<file path="src/design/pmc_params.svh">
// offsets, field positions, reset values and timing counts of the power mode block
`ifndef PMC_PARAMS_SVH
`define PMC_PARAMS_SVH

`define PMC_MODE_ADDR 32'hE01FC0C0
`define PMC_GATE_ADDR 32'hE01FC0C4

`define PMC_MODE_IDLE_BIT 0
`define PMC_MODE_PD_BIT 1
`define PMC_MODE_BODOFF_BIT 2
`define PMC_MODE_RESET 8'h00
`define PMC_MODE_MASK 8'h07

`define PMC_GATE_TIMER0 1
`define PMC_GATE_TIMER1 2
`define PMC_GATE_SERIAL0 3
`define PMC_GATE_SERIAL1 4
`define PMC_GATE_PWM 5
`define PMC_GATE_TWOWIRE0 7
`define PMC_GATE_SERPERIPH0 8
`define PMC_GATE_CALENDAR 9
`define PMC_GATE_SYNCSERIAL 10
`define PMC_GATE_CONVERTER0 12
`define PMC_GATE_TWOWIRE1 19
`define PMC_GATE_CONVERTER1 20
`define PMC_GATE_MASK 32'h001817BE
`define PMC_GATE_RESET 32'h001817BE

`define PMC_CLK_PERIOD_PS 5000
`define PMC_RST_FILT_NS 300
`define PMC_RST_FILT_CYCLES ((`PMC_RST_FILT_NS * 1000 + `PMC_CLK_PERIOD_PS - 1) / `PMC_CLK_PERIOD_PS)

`endif

</file>
<file path="src/design/pmc_pkg.sv">
// types shared by the power mode block
`default_nettype none
package pmc_pkg;

    typedef enum logic [1:0] {
        PMC_RUN = 2'b00,
        PMC_IDLE = 2'b01,
        PMC_PDOWN = 2'b10,
        PMC_WAKE = 2'b11
    } pmc_state_e;

    typedef struct packed {
        logic [4:0] rsvd;
        logic brownout_off_in_sleep;
        logic powerdown_request;
        logic idle_request;
    } pmc_mode_s;

    typedef struct packed {
        logic cpu_clk_en;
        logic aon_clk_en;
        logic osc_en;
        logic bod_en;
    } pmc_clk_ctl_s;

endpackage : pmc_pkg
`default_nettype wire

</file>
<file path="src/design/pmc_power_mode.sv">
// power mode, clock gating and reset sequencing with an apb register port
//
// How it works
// RULE1: idle bit stops only the processor clock; peripherals keep running.
// RULE2: in idle, an enabled interrupt or external wake restarts the processor clock.
// RULE3: power-down bit stops the oscillator and every on-chip clock.
// RULE4: external wake in power-down restarts oscillator, clears power-down bit, resumes.
// RULE5: power-down with detector kept on: brown-out trip ends power-down.
// RULE6: power-down plus detector-off bit switches the brown-out detector off.
// RULE7: without power-down the detector-off bit changes nothing.
// RULE8: software writes zeros to reserved bits; reads of them are undefined.
// RULE9: each gating bit enables one peripheral clock when one.
// RULE10: watchdog, gpio, pin mux and system control stay clocked always; the code clocks them in run and idle only.
// RULE11: software only touches a peripheral while its gating bit is one.
// RULE12: gating bit map for timers, serials, pwm, twowire, spi, calendar, converters.
// RULE13: every reset sets all defined gating bits to one.
// RULE14: software clears converter power before its gating bit, sets gating first.
// RULE15: power-conscious software leaves ones only for peripherals in use.
// RULE16: chip reset comes only from the filtered reset pin and the watchdog.
// RULE17: any chip reset starts the wakeup timer.
// RULE18: idle and power-down both set means power-down.
// RULE19: resuming from idle or power-down loses or repeats no instruction.
// RULE20: a gated-off peripheral reads zero and ignores writes.
`timescale 1ns/1ps
`default_nettype none
`include "pmc_params.svh"

module pmc_power_mode
    import pmc_pkg::*;
#(
    parameter int WAKE_CYCLES = 2048,
    parameter int FILT_CYCLES = `PMC_RST_FILT_CYCLES
) (
    input wire logic CORE_CLK,
    input wire logic NRST,
    input wire logic PSEL,
    input wire logic PENABLE,
    input wire logic PWRITE,
    input wire logic [31:0] PADDR,
    input wire logic [31:0] PWDATA,
    output logic [31:0] PRDATA,
    output logic PREADY,
    output logic PSLVERR,
    input wire logic IRQ_PENDING,
    input wire logic EXT_WAKE,
    input wire logic RESET_PIN_N,
    input wire logic WDT_RESET,
    input wire logic BOD_TRIP,
    input wire logic PBUS_VALID,
    input wire logic PBUS_WRITE,
    input wire logic [4:0] PBUS_SEL_IDX,
    input wire logic [31:0] PBUS_RDATA_IN,
    output logic PBUS_WR_EN,
    output logic [31:0] PBUS_RDATA,
    output logic CPU_CLK_EN,
    output logic AON_CLK_EN,
    output logic [31:0] PERIPH_CLK_EN,
    output logic OSC_EN,
    output logic BOD_EN,
    output logic CHIP_RESET_N,
    output logic WAKE_TIMER_START
);

    localparam logic [31:0] GATE_MASK = `PMC_GATE_MASK;

    if (WAKE_CYCLES < 1 || WAKE_CYCLES > 65535) begin : g_bad_wake
        $error("WAKE_CYCLES out of range");
    end
    if (FILT_CYCLES < 1 || FILT_CYCLES > 255) begin : g_bad_filt
        $error("FILT_CYCLES out of range");
    end

    // ----------------------------------------------------------------
    // pin synchronisers and reset glitch filter
    // ----------------------------------------------------------------
    logic [2:0] sync1_r, sync1_nxt;
    logic [2:0] sync2_r, sync2_nxt;
    logic rst_filt_r, rst_filt_nxt;
    logic [7:0] filt_cnt_r, filt_cnt_nxt;
    logic ext_wake_s, bod_trip_s, rst_pin_s;

    assign rst_pin_s = sync2_r[0];
    assign ext_wake_s = sync2_r[1];
    assign bod_trip_s = sync2_r[2];

    always_comb begin
        sync1_nxt = {BOD_TRIP, EXT_WAKE, RESET_PIN_N};
        sync2_nxt = sync1_r;
        rst_filt_nxt = rst_filt_r;
        filt_cnt_nxt = 8'h00;
        if (rst_pin_s != rst_filt_r) begin
            filt_cnt_nxt = filt_cnt_r + 8'h01;
            if (filt_cnt_r == 8'(FILT_CYCLES - 1)) begin
                rst_filt_nxt = rst_pin_s; // RULE16
                filt_cnt_nxt = 8'h00;
            end
        end
    end

    always_ff @(posedge CORE_CLK) begin
        if (!NRST) begin
            sync1_r <= 3'h1;
            sync2_r <= 3'h1;
            rst_filt_r <= 1'b1;
            filt_cnt_r <= 8'h00;
        end else begin
            sync1_r <= sync1_nxt;
            sync2_r <= sync2_nxt;
            rst_filt_r <= rst_filt_nxt;
            filt_cnt_r <= filt_cnt_nxt;
        end
    end

    logic chip_rst;
    assign chip_rst = !rst_filt_r || WDT_RESET; // RULE16

    // ----------------------------------------------------------------
    // mode registers, gating register and power state machine
    // ----------------------------------------------------------------
    pmc_state_e state_r, state_nxt;
    pmc_mode_s mode_r, mode_nxt;
    logic [31:0] gate_r, gate_nxt;
    logic [15:0] wake_cnt_r, wake_cnt_nxt;
    logic from_reset_r, from_reset_nxt;
    logic chip_rst_d_r;
    logic wr_mode, wr_gate;
    pmc_clk_ctl_s ctl_nxt;
    logic rst_out_nxt, wt_start_nxt;

    assign wr_mode = PSEL && PENABLE && PREADY && PWRITE && PADDR == `PMC_MODE_ADDR;
    assign wr_gate = PSEL && PENABLE && PREADY && PWRITE && PADDR == `PMC_GATE_ADDR;

    always_comb begin
        state_nxt = state_r;
        mode_nxt = mode_r;
        gate_nxt = gate_r;
        wake_cnt_nxt = wake_cnt_r;
        from_reset_nxt = from_reset_r;
        if (wr_mode) begin
            mode_nxt = pmc_mode_s'(PWDATA[7:0] & `PMC_MODE_MASK);
        end
        if (wr_gate) begin
            gate_nxt = PWDATA & `PMC_GATE_MASK; // RULE9
        end
        case (state_r)
            PMC_RUN: begin
                if (mode_r.powerdown_request) begin
                    state_nxt = PMC_PDOWN; // RULE18
                end else if (mode_r.idle_request) begin
                    state_nxt = PMC_IDLE; // RULE1
                end
            end
            PMC_IDLE: begin
                if (IRQ_PENDING || ext_wake_s) begin
                    mode_nxt.idle_request = 1'b0; // RULE2
                    state_nxt = PMC_RUN;
                end
            end
            PMC_PDOWN: begin
                if (ext_wake_s || (bod_trip_s && !mode_r.brownout_off_in_sleep)) begin
                    mode_nxt.powerdown_request = 1'b0; // RULE4 RULE5
                    mode_nxt.idle_request = 1'b0;
                    wake_cnt_nxt = 16'h0000;
                    state_nxt = PMC_WAKE;
                end
            end
            PMC_WAKE: begin
                wake_cnt_nxt = wake_cnt_r + 16'h0001;
                if (wake_cnt_r == 16'(WAKE_CYCLES - 1)) begin
                    from_reset_nxt = 1'b0;
                    state_nxt = PMC_RUN; // RULE19
                end
            end
            default: state_nxt = PMC_RUN;
        endcase
        if (chip_rst) begin
            mode_nxt = pmc_mode_s'(`PMC_MODE_RESET);
            gate_nxt = `PMC_GATE_RESET; // RULE13
            wake_cnt_nxt = 16'h0000;
            from_reset_nxt = 1'b1;
            state_nxt = PMC_WAKE; // RULE17
        end
        ctl_nxt.cpu_clk_en = state_nxt == PMC_RUN; // RULE1 RULE19
        ctl_nxt.aon_clk_en = state_nxt == PMC_RUN || state_nxt == PMC_IDLE; // RULE10
        ctl_nxt.osc_en = state_nxt != PMC_PDOWN; // RULE3
        ctl_nxt.bod_en = !(state_nxt == PMC_PDOWN && mode_nxt.brownout_off_in_sleep); // RULE6 RULE7
        rst_out_nxt = !(chip_rst || (state_nxt == PMC_WAKE && from_reset_nxt));
        wt_start_nxt = (chip_rst && !chip_rst_d_r) || (state_r == PMC_PDOWN && state_nxt == PMC_WAKE); // RULE17
    end

    always_ff @(posedge CORE_CLK) begin
        if (!NRST) begin
            state_r <= PMC_WAKE;
            mode_r <= pmc_mode_s'(`PMC_MODE_RESET);
            gate_r <= `PMC_GATE_RESET; // RULE13
            wake_cnt_r <= 16'h0000;
            from_reset_r <= 1'b1;
            chip_rst_d_r <= 1'b0;
            CPU_CLK_EN <= 1'b0;
            AON_CLK_EN <= 1'b0;
            PERIPH_CLK_EN <= 32'h00000000;
            OSC_EN <= 1'b1;
            BOD_EN <= 1'b1;
            CHIP_RESET_N <= 1'b0;
            WAKE_TIMER_START <= 1'b0;
        end else begin
            state_r <= state_nxt;
            mode_r <= mode_nxt;
            gate_r <= gate_nxt;
            wake_cnt_r <= wake_cnt_nxt;
            from_reset_r <= from_reset_nxt;
            chip_rst_d_r <= chip_rst;
            CPU_CLK_EN <= ctl_nxt.cpu_clk_en;
            AON_CLK_EN <= ctl_nxt.aon_clk_en;
            PERIPH_CLK_EN <= ctl_nxt.aon_clk_en ? gate_nxt : 32'h00000000; // RULE9 RULE12
            OSC_EN <= ctl_nxt.osc_en;
            BOD_EN <= ctl_nxt.bod_en;
            CHIP_RESET_N <= rst_out_nxt;
            WAKE_TIMER_START <= wt_start_nxt;
        end
    end

    // ----------------------------------------------------------------
    // apb slave and gated peripheral access
    // ----------------------------------------------------------------
    logic [31:0] prdata_nxt;
    logic pslverr_nxt;
    logic pbus_ok;

    assign pbus_ok = !GATE_MASK[PBUS_SEL_IDX] || gate_r[PBUS_SEL_IDX];

    always_comb begin
        prdata_nxt = PRDATA;
        pslverr_nxt = PSLVERR;
        if (PSEL && !PENABLE) begin
            prdata_nxt = 32'h00000000;
            pslverr_nxt = 1'b0;
            if (PADDR == `PMC_MODE_ADDR) begin
                prdata_nxt = {24'h000000, mode_r};
            end else if (PADDR == `PMC_GATE_ADDR) begin
                prdata_nxt = gate_r;
            end else begin
                pslverr_nxt = 1'b1;
            end
        end
    end

    always_ff @(posedge CORE_CLK) begin
        if (!NRST) begin
            PRDATA <= 32'h00000000;
            PSLVERR <= 1'b0;
            PREADY <= 1'b0;
            PBUS_WR_EN <= 1'b0;
            PBUS_RDATA <= 32'h00000000;
        end else begin
            PRDATA <= prdata_nxt;
            PSLVERR <= pslverr_nxt;
            PREADY <= 1'b1;
            PBUS_WR_EN <= PBUS_VALID && PBUS_WRITE && pbus_ok; // RULE20
            PBUS_RDATA <= (PBUS_VALID && pbus_ok) ? PBUS_RDATA_IN : 32'h00000000; // RULE20
        end
    end

    // ----------------------------------------------------------------
    // assertions
    // ----------------------------------------------------------------
    a_idle_cpu_off: assert property (@(posedge CORE_CLK) disable iff (!NRST) // RULE1
        state_r == PMC_IDLE |-> !CPU_CLK_EN && AON_CLK_EN && OSC_EN)
        else $error("idle must stop only the processor clock");

    a_idle_periph: assert property (@(posedge CORE_CLK) disable iff (!NRST) // RULE1 RULE10
        state_r == PMC_IDLE |-> PERIPH_CLK_EN == gate_r)
        else $error("idle stopped a peripheral clock");

    a_aon_run: assert property (@(posedge CORE_CLK) disable iff (!NRST) // RULE10
        state_r == PMC_RUN |-> AON_CLK_EN && OSC_EN)
        else $error("always-on clock stopped while running");

    a_idle_wake: assert property (@(posedge CORE_CLK) disable iff (!NRST) // RULE2
        state_r == PMC_IDLE && IRQ_PENDING && !chip_rst |=> CPU_CLK_EN && !mode_r.idle_request)
        else $error("interrupt did not restart processor clock");

    a_pd_all_off: assert property (@(posedge CORE_CLK) disable iff (!NRST) // RULE3
        state_r == PMC_PDOWN |-> !OSC_EN && !CPU_CLK_EN && !AON_CLK_EN && PERIPH_CLK_EN == 32'h00000000)
        else $error("power-down left a clock running");

    a_pd_wake_seq: assert property (@(posedge CORE_CLK) disable iff (!NRST) // RULE4
        state_r == PMC_PDOWN && ext_wake_s && !chip_rst
        |=> OSC_EN && WAKE_TIMER_START && !mode_r.powerdown_request && state_r == PMC_WAKE)
        else $error("external wake did not restart the oscillator");

    a_wake_ends: assert property (@(posedge CORE_CLK) disable iff (!NRST) // RULE4 RULE19
        state_r == PMC_WAKE && wake_cnt_r == 16'(WAKE_CYCLES - 1) && !chip_rst |=> CPU_CLK_EN && CHIP_RESET_N)
        else $error("wakeup did not resume the processor");

    a_wake_bound: assert property (@(posedge CORE_CLK) disable iff (!NRST) // RULE17
        state_r == PMC_WAKE |-> wake_cnt_r < 16'(WAKE_CYCLES))
        else $error("wakeup count ran past its end");

    a_bod_kept: assert property (@(posedge CORE_CLK) disable iff (!NRST) // RULE5
        state_r == PMC_PDOWN && !mode_r.brownout_off_in_sleep |-> BOD_EN)
        else $error("brown-out detector off while kept on");

    a_bod_off_pd: assert property (@(posedge CORE_CLK) disable iff (!NRST) // RULE6
        state_r == PMC_PDOWN && mode_r.brownout_off_in_sleep |-> !BOD_EN)
        else $error("brown-out detector not switched off");

    a_bod_no_pd: assert property (@(posedge CORE_CLK) disable iff (!NRST) // RULE7
        state_r != PMC_PDOWN |-> BOD_EN)
        else $error("detector-off bit acted outside power-down");

    a_rsvd_zero: assert property (@(posedge CORE_CLK) disable iff (!NRST) // RULE8 RULE12
        mode_r.rsvd == 5'h00 && (gate_r & ~GATE_MASK) == 32'h00000000)
        else $error("reserved register bit was stored");

    a_gate_follow: assert property (@(posedge CORE_CLK) disable iff (!NRST) // RULE9 RULE12
        state_r == PMC_RUN |-> PERIPH_CLK_EN == $past(gate_nxt) && (PERIPH_CLK_EN & ~GATE_MASK) == 32'h00000000)
        else $error("peripheral clock does not follow gating bit");

    a_reset_gates: assert property (@(posedge CORE_CLK) disable iff (!NRST) // RULE13 RULE16
        chip_rst |=> gate_r == `PMC_GATE_RESET && !CHIP_RESET_N && state_r == PMC_WAKE)
        else $error("reset did not restore gating bits");

    a_wdt_reset: assert property (@(posedge CORE_CLK) disable iff (!NRST) // RULE16
        WDT_RESET |=> !CHIP_RESET_N)
        else $error("watchdog did not reset the chip");

    a_reset_timer: assert property (@(posedge CORE_CLK) disable iff (!NRST) // RULE17
        $rose(chip_rst) |=> WAKE_TIMER_START)
        else $error("chip reset did not start wakeup timer");

    a_pd_priority: assert property (@(posedge CORE_CLK) disable iff (!NRST) // RULE18
        state_r == PMC_RUN && mode_r.idle_request && mode_r.powerdown_request && !chip_rst
        |=> state_r == PMC_PDOWN)
        else $error("idle taken instead of power-down");

    a_gated_access: assert property (@(posedge CORE_CLK) disable iff (!NRST) // RULE20
        PBUS_VALID && !pbus_ok |=> !PBUS_WR_EN && PBUS_RDATA == 32'h00000000)
        else $error("gated peripheral was accessed");

endmodule : pmc_power_mode
`default_nettype wire

</file>
<file path="config.mk">
export PLATFORM = sky130hd
export DESIGN_NAME = pmc_power_mode
export DESIGN_NICKNAME = d
export VERILOG_FILES = /design/src/design/pmc_pkg.sv /design/src/design/pmc_power_mode.sv
export VERILOG_INCLUDE_DIRS = /design/src /design/src/design
export SDC_FILE = /design/constraint.sdc
export NUM_CORES = 1
export LEC_CHECK = 0
export BUFFER_PORTS_ARGS = -buffer_cell sky130_fd_sc_hd__buf_4
export CAP_MARGIN = 20
export CORE_ASPECT_RATIO = 2
export CORE_MARGIN = 1
export CORE_UTILIZATION = 53
export DETAILED_ROUTE_END_ITERATION = 10
export MAX_ROUTING_LAYER = met4
export PLACE_DENSITY = 0.89
export SYNTH_ARGS = -nofsm -noshare
export SYNTH_HDL_FRONTEND = slang
export SYNTH_SLANG_ARGS = --single-unit
</file>
<file path="constraint.sdc">
create_clock -name CORE_CLK -period 4.7 [get_ports CORE_CLK]
set_input_delay 0.705 -clock CORE_CLK [delete_from_list [all_inputs] [get_ports CORE_CLK]]
set_output_delay 0.705 -clock CORE_CLK [all_outputs]
set_load 0.005 [all_outputs]
</file>
After elaboration in Yosys (flattened, before gate mapping)
Memory sizes are Yosys's and may differ from the RTL's. Cells that the tools add are included.

Bits in registers: 175. Memory bits (read-only): 32. Input port bits: 113. Output and inout bits: 105. Word-level logic and storage cells: 108. Memories kept: 1.

Memory list: (name not given) (depth 32, width 1, rd ports 1, clocked after memory_dff 0, wr ports 0, RTL line pmc_power_mode.sv:230) `assign pbus_ok = !GATE_MASK[PBUS_SEL_IDX] || gate_r[PBUS_SEL_IDX];`.

Add/subtract/negate cells: 2. $lt $le $gt $ge: 1. Equality and inequality tests: 13. Muxes and demuxes: 28. Bitwise logic cells: 2. Reductions and logical operators: 37.

Operators with widths (count): 32-bit 2-to-1 mux (4); 32-bit == test (second input constant) (2); 16-bit case mux with 2 select lines (1); 16-bit by 1-bit adder with 16-bit output (second input constant) (1); 16-bit by 11-bit == test with 1-bit output (second input constant) (1); 16-bit 2-to-1 mux (1); 1-bit logical AND (14); 2-bit 2-to-1 mux (7); 1-bit 2-to-1 mux (10); 8-bit by 1-bit adder with 8-bit output (second input constant) (1); 2-bit == test (second input constant) (4); 8-bit by 6-bit == test with 1-bit output (second input constant) (1); 2-bit case mux with 4 select lines (1); 2-bit AND reduction (4); 1-bit logical NOT (7); 1-bit logical OR (7); 5-bit by 6-bit less-than comparator with 1-bit output (second input constant) (1); 3-bit 2-to-1 mux (2); 1-bit binary-select mux with 5-bit select (1); 2-bit by 1-bit == test with 1-bit output (second input constant) (2); 2-bit logical NOT (2); 2-bit inequality test (second input constant) (2); 3-bit OR reduction (1); 1-bit NOT (2); other kinds (4) (4).

Logic depth before layout (Yosys ltp)
Depth in word-level cells: 10. Depth in mapped cells: 8. Mapped depth without buffers: 7.

Worst setup path before layout
No wires, ideal clock.

Path type: input to register. Start: input port PADDR[1]. End: register gate_r[10]. Setup time: 0.129 ns. Data arrival time: 2.145 ns. Required time: 4.571 ns. Setup slack: 2.426 ns. Stages: 6. Path buffers: 1. Cells stage by stage: nor4_2 nand4_2 nor4_4 buf_6 mux2i_1 nand2_1.

Word-level cells in the longest chain between the ends: 4.

RTL lines: start: declaration (RTL line pmc_power_mode.sv:39) `input wire logic [31:0] PADDR,`; 32-bit == test (no source line); 1-bit logical AND (no source line); 32-bit 2-to-1 mux (RTL line pmc_power_mode.sv:142) `if (wr_gate) begin`; 32-bit 2-to-1 mux (RTL line pmc_power_mode.sv:176) `if (chip_rst) begin`; end signal: assignment (RTL line pmc_power_mode.sv:195) `` gate_r <= `PMC_GATE_RESET; ``; end signal: assignment (RTL line pmc_power_mode.sv:209) `gate_r <= gate_nxt;`; end: declaration (RTL line pmc_power_mode.sv:122) `logic [31:0] gate_r, gate_nxt;`.

No other way between the ends. A chain may end at the register's enable or synchronous reset.

Worst setup path after layout
Start: input port PADDR[1]. End: register gate_r[25].

The elaborated chain is that of the path after synthesis.

==> impl_metrics.tcl <==
set metrics [dict create \
    status "complete, no violations" \
    core_area_sq_mm 0.0113 \
    first_global_vias 5124 \
    fmaxAchievable_ghz 0.386 \
    timing.final.crit_share_pct 55.1 \
    dpl-instance-area_sq_mm 0.00774 \
    netlist_top_cells_count "dfxtp_1, and2_1, nor2_1, nor2b_1, a22oi_1" \
    gr-usage-all-layers_pct 27.6 \
    dr.first_iter.drc_count 220 \
    tightest_hold_check_type "reg -> reg" \
    avgSynthCellArea_sq_um 10.5 \
    internal_power_w 0.00243 \
    power.share.sequential_pct 48.2 \
    fillers 740 \
    ys_types 56 \
    power.leakage_nw 3.58 \
    ys.warnings.count 0 \
    wl_per_cell_microns 17.0 \
    synth_top_cells_by_area "dfxtp_1, and2_1, a22oi_1" \
    floorplan.initialDensity_pct 54.5 \
    critPathCaptureType "flop" \
    asyncSetResetFlopFracSynth_pct 0 \
    switching_power_w 0.000711 \
    hold_viol_final 0 \
    mappedNetlistNets 702 \
    clock-root-buffer "clkbuf_16" \
    h-tree-depth 4 \
    postLayoutCellArea_sq_mm 0.00839 \
    die_width_microns 78.2 \
    worstSetupEndpoint "gate_r[25]$_SDFF_PN0_" \
    clk_pwr_share_pct 46.7 \
    clk-insertion-delay-late_ns 0.42 \
    clock_sinks 175 \
    number_of_placed_i_o_pins 218 \
    place.gp.congestion 0.890 \
    synth_cells 583 \
    timing.final.setup_violations 0 \
    worstMarginPinSlew_ns 1.03 \
    critPathRequiredTime_ns 5.01 \
    synth-main-ff-cell "dfxtp_1" \
    cts_hold_buf 0 \
    maximum_number_of_pins_on_one_net_before_global_route_repair 51 \
    relative_area_change_from_synthesis_to_final_layout_pct 36.5 \
    routed_wirelength_mm 15.9 \
    clk_pin_slew_ns 0.07 \
    wire_length_of_the_first_global_routing_pass_mm 24.6 \
    detail_route.vias_per_cell 5.33 \
    port-buffer-count 198 \
    slew_headroom_pct 31.4 \
    overflow 0 \
    timing.rr.end "PERIPH_CLK_EN[22]$_SDFF_PN0_" \
    floorplan_die_height_microns 154 \
    critical_path.startpoint "PADDR[1]" \
    cts_made_buffers 17 \
    final_period_minus_worst_setup_slack_ns 2.59 \
    critical_path.max_fanout 20 \
    post-synth-top-count-cell "dfxtp_1" \
    multi_input_area_sq_mm 0.00249 \
    number_of_slew_limit_violations_in_the_final_report 0 \
    cts_setup_buffers 0 \
    dr_total_vias 4982 \
    synthDominantCellAreaShare_pct 57.0 \
    ant_nets 0 \
    final_critical_path_setup_slack_ns 2.11 \
    r2r-start "wake_cnt_r[0]$_SDFFE_PP0P_" \
    grt_setup_unrepaired "no" \
    drt_drc_violations_left 0 \
    dp_slack_ns 1.68 \
    tns_ns 0 \
    proportion_of_synthesized_chip_area_in_sequential_cells_pct 57.0 \
    n_antenna_cell 0 \
    layout.nets 898 \
    final-seq-area_sq_mm 0.00350 \
    grt_antenna_before_repair 0 \
    ctsResizeCount 0 \
    power_switching_share_pct 22.6 \
    pwr-share-comb_pct 5.1 \
    fp-row-count 55 \
    ff2ff_setup_slack_ns 2.32 \
    worstPathArrival_ns 2.90 \
    syn-cell-area_sq_mm 0.00615 \
    power.density_mw_per_mm2 374 \
    cts_tree "built" \
    yosys_register_bits 175 \
    synth_largest_area_cell "dfxtp_1" \
    clock_tree.buffer_depth 2 \
    worst_r2r_path_depth 7 \
    drt-pass1-iter-count 5 \
    clock_skew_ns 0.0141 \
    critical_path_class "in -> reg" \
    vdd.ir_drop.worst_uv 324 \
    dpl.hpwl_mm 11.4 \
    design.die.area_sq_mm 0.0121 \
    layout-drive-gt1-share_pct 32.1 \
    maxCapViolations 0 \
    worst_setup_path_start_kind "input port" \
    synth_enable_flop_cells 0 \
]
## power groups by stage
stage	Clock [W]	Combinational, W	Sequential [W]
3_3_place_gp	0	0.000155	0.00155
4_1_cts	0.00148	0.000161	0.00151
2_1_floorplan	0	0.0000557	0.00155
6_report	0.00147	0.000160	0.00151
5_1_grt	0.00154	0.000173	0.00151
3_5_place_dp	0	0.000160	0.00155
## sequential cells by signal, indices dropped and copies added, names as in the netlist, 2 cells and up
signal         cells
PBUS_RDATA        32
PERIPH_CLK_EN     32
PRDATA            32
filt_cnt_r         8
gate_r            32
mode_r             3
state_r            2
sync1_r            3
sync2_r            3
wake_cnt_r        16
## final cells by class
type,instances,area share (%)
inverter,14,0.626
clock inverter,14,2.30
sequential,175,41.7
multi-input combinational,367,29.7
timing repair buffer,204,18.3
clock buffer,18,5.23
tap,142,2.12
## cell families after synthesis
logic type	share of synthesized area, %
compound gates	8.02
xor+xnor	2.85
fa+ha+maj	1.22
buf+inv	2.77
flops	57.0
mux	3.72
simple gates	24.5
## cells in the final DEF (no fill, tap or decap), types with 6 or more instances in the layout
| cell type | n |
|---|---|
| nand2b_1 | 6 |
| nor3_1 | 6 |
| nand2_1 | 28 |
| nand3_1 | 15 |
| ha_1 | 6 |
| xnor2_1 | 9 |
| a22oi_1 | 32 |
| mux2i_1 | 15 |
| dfxtp_1 | 175 |
| o21ai_0 | 9 |
| and2_1 | 79 |
| nor2b_1 | 38 |
| inv_1 | 14 |
| buf_4 | 203 |
| clkbuf_16 | 17 |
| nor2_1 | 40 |
| xor2_1 | 11 |
## how the worst min path moves through the flow
| stage | from | to | slack [ns] | depth (start not counted) |
|---|---|---|---|---|
| global route | chip_rst_d_r$_SDFF_PN0_ | WAKE_TIMER_START$_SDFF_PN0_ | 0.45 | 1 |
| CTS | sync1_r[0]$_SDFF_PN1_ | sync2_r[0]$_SDFF_PN1_ | 0.42 | 1 |
| detailed placement | sync1_r[0]$_SDFF_PN1_ | sync2_r[0]$_SDFF_PN1_ | 0.41 | 1 |
| global placement | sync1_r[0]$_SDFF_PN1_ | sync2_r[0]$_SDFF_PN1_ | 0.39 | 1 |
| finish | sync1_r[0]$_SDFF_PN1_ | sync2_r[0]$_SDFF_PN1_ | 0.41 | 1 |
| floorplan | sync1_r[0]$_SDFF_PN1_ | sync2_r[0]$_SDFF_PN1_ | 0.39 | 1 |
## per-layer routing
layer	up-vias	global-route usage [%]	share of wire [%]
met5	-	-	0
met4	0	15.9	4.6
met3	58	5.55	6.3
met2	229	51.0	54
met1	2324	25.5	35
li1	2371	-	-
## through the flow
step	hold WS, ns	util [%]	cells	power (W)
2_1_floorplan	0.386	-	583	0.00160
3_3_place_gp	0.393	68.6	900	0.00170
3_5_place_dp	0.405	68.6	900	0.00171
4_1_cts	0.423	74.2	932	0.00316
5_1_grt	0.446	74.4	934	0.00323
6_report	0.413	74.4	934	0.00314
## critical path, stage by stage
cell,delay (ns)
buf_4,0.11
nor4_2,0.52
nand4_2,0.38
nor4_4,0.34
buf_4,0.29
nor2_1,0.28
and2_1,0.26
(Power assumes the default switching activity.)
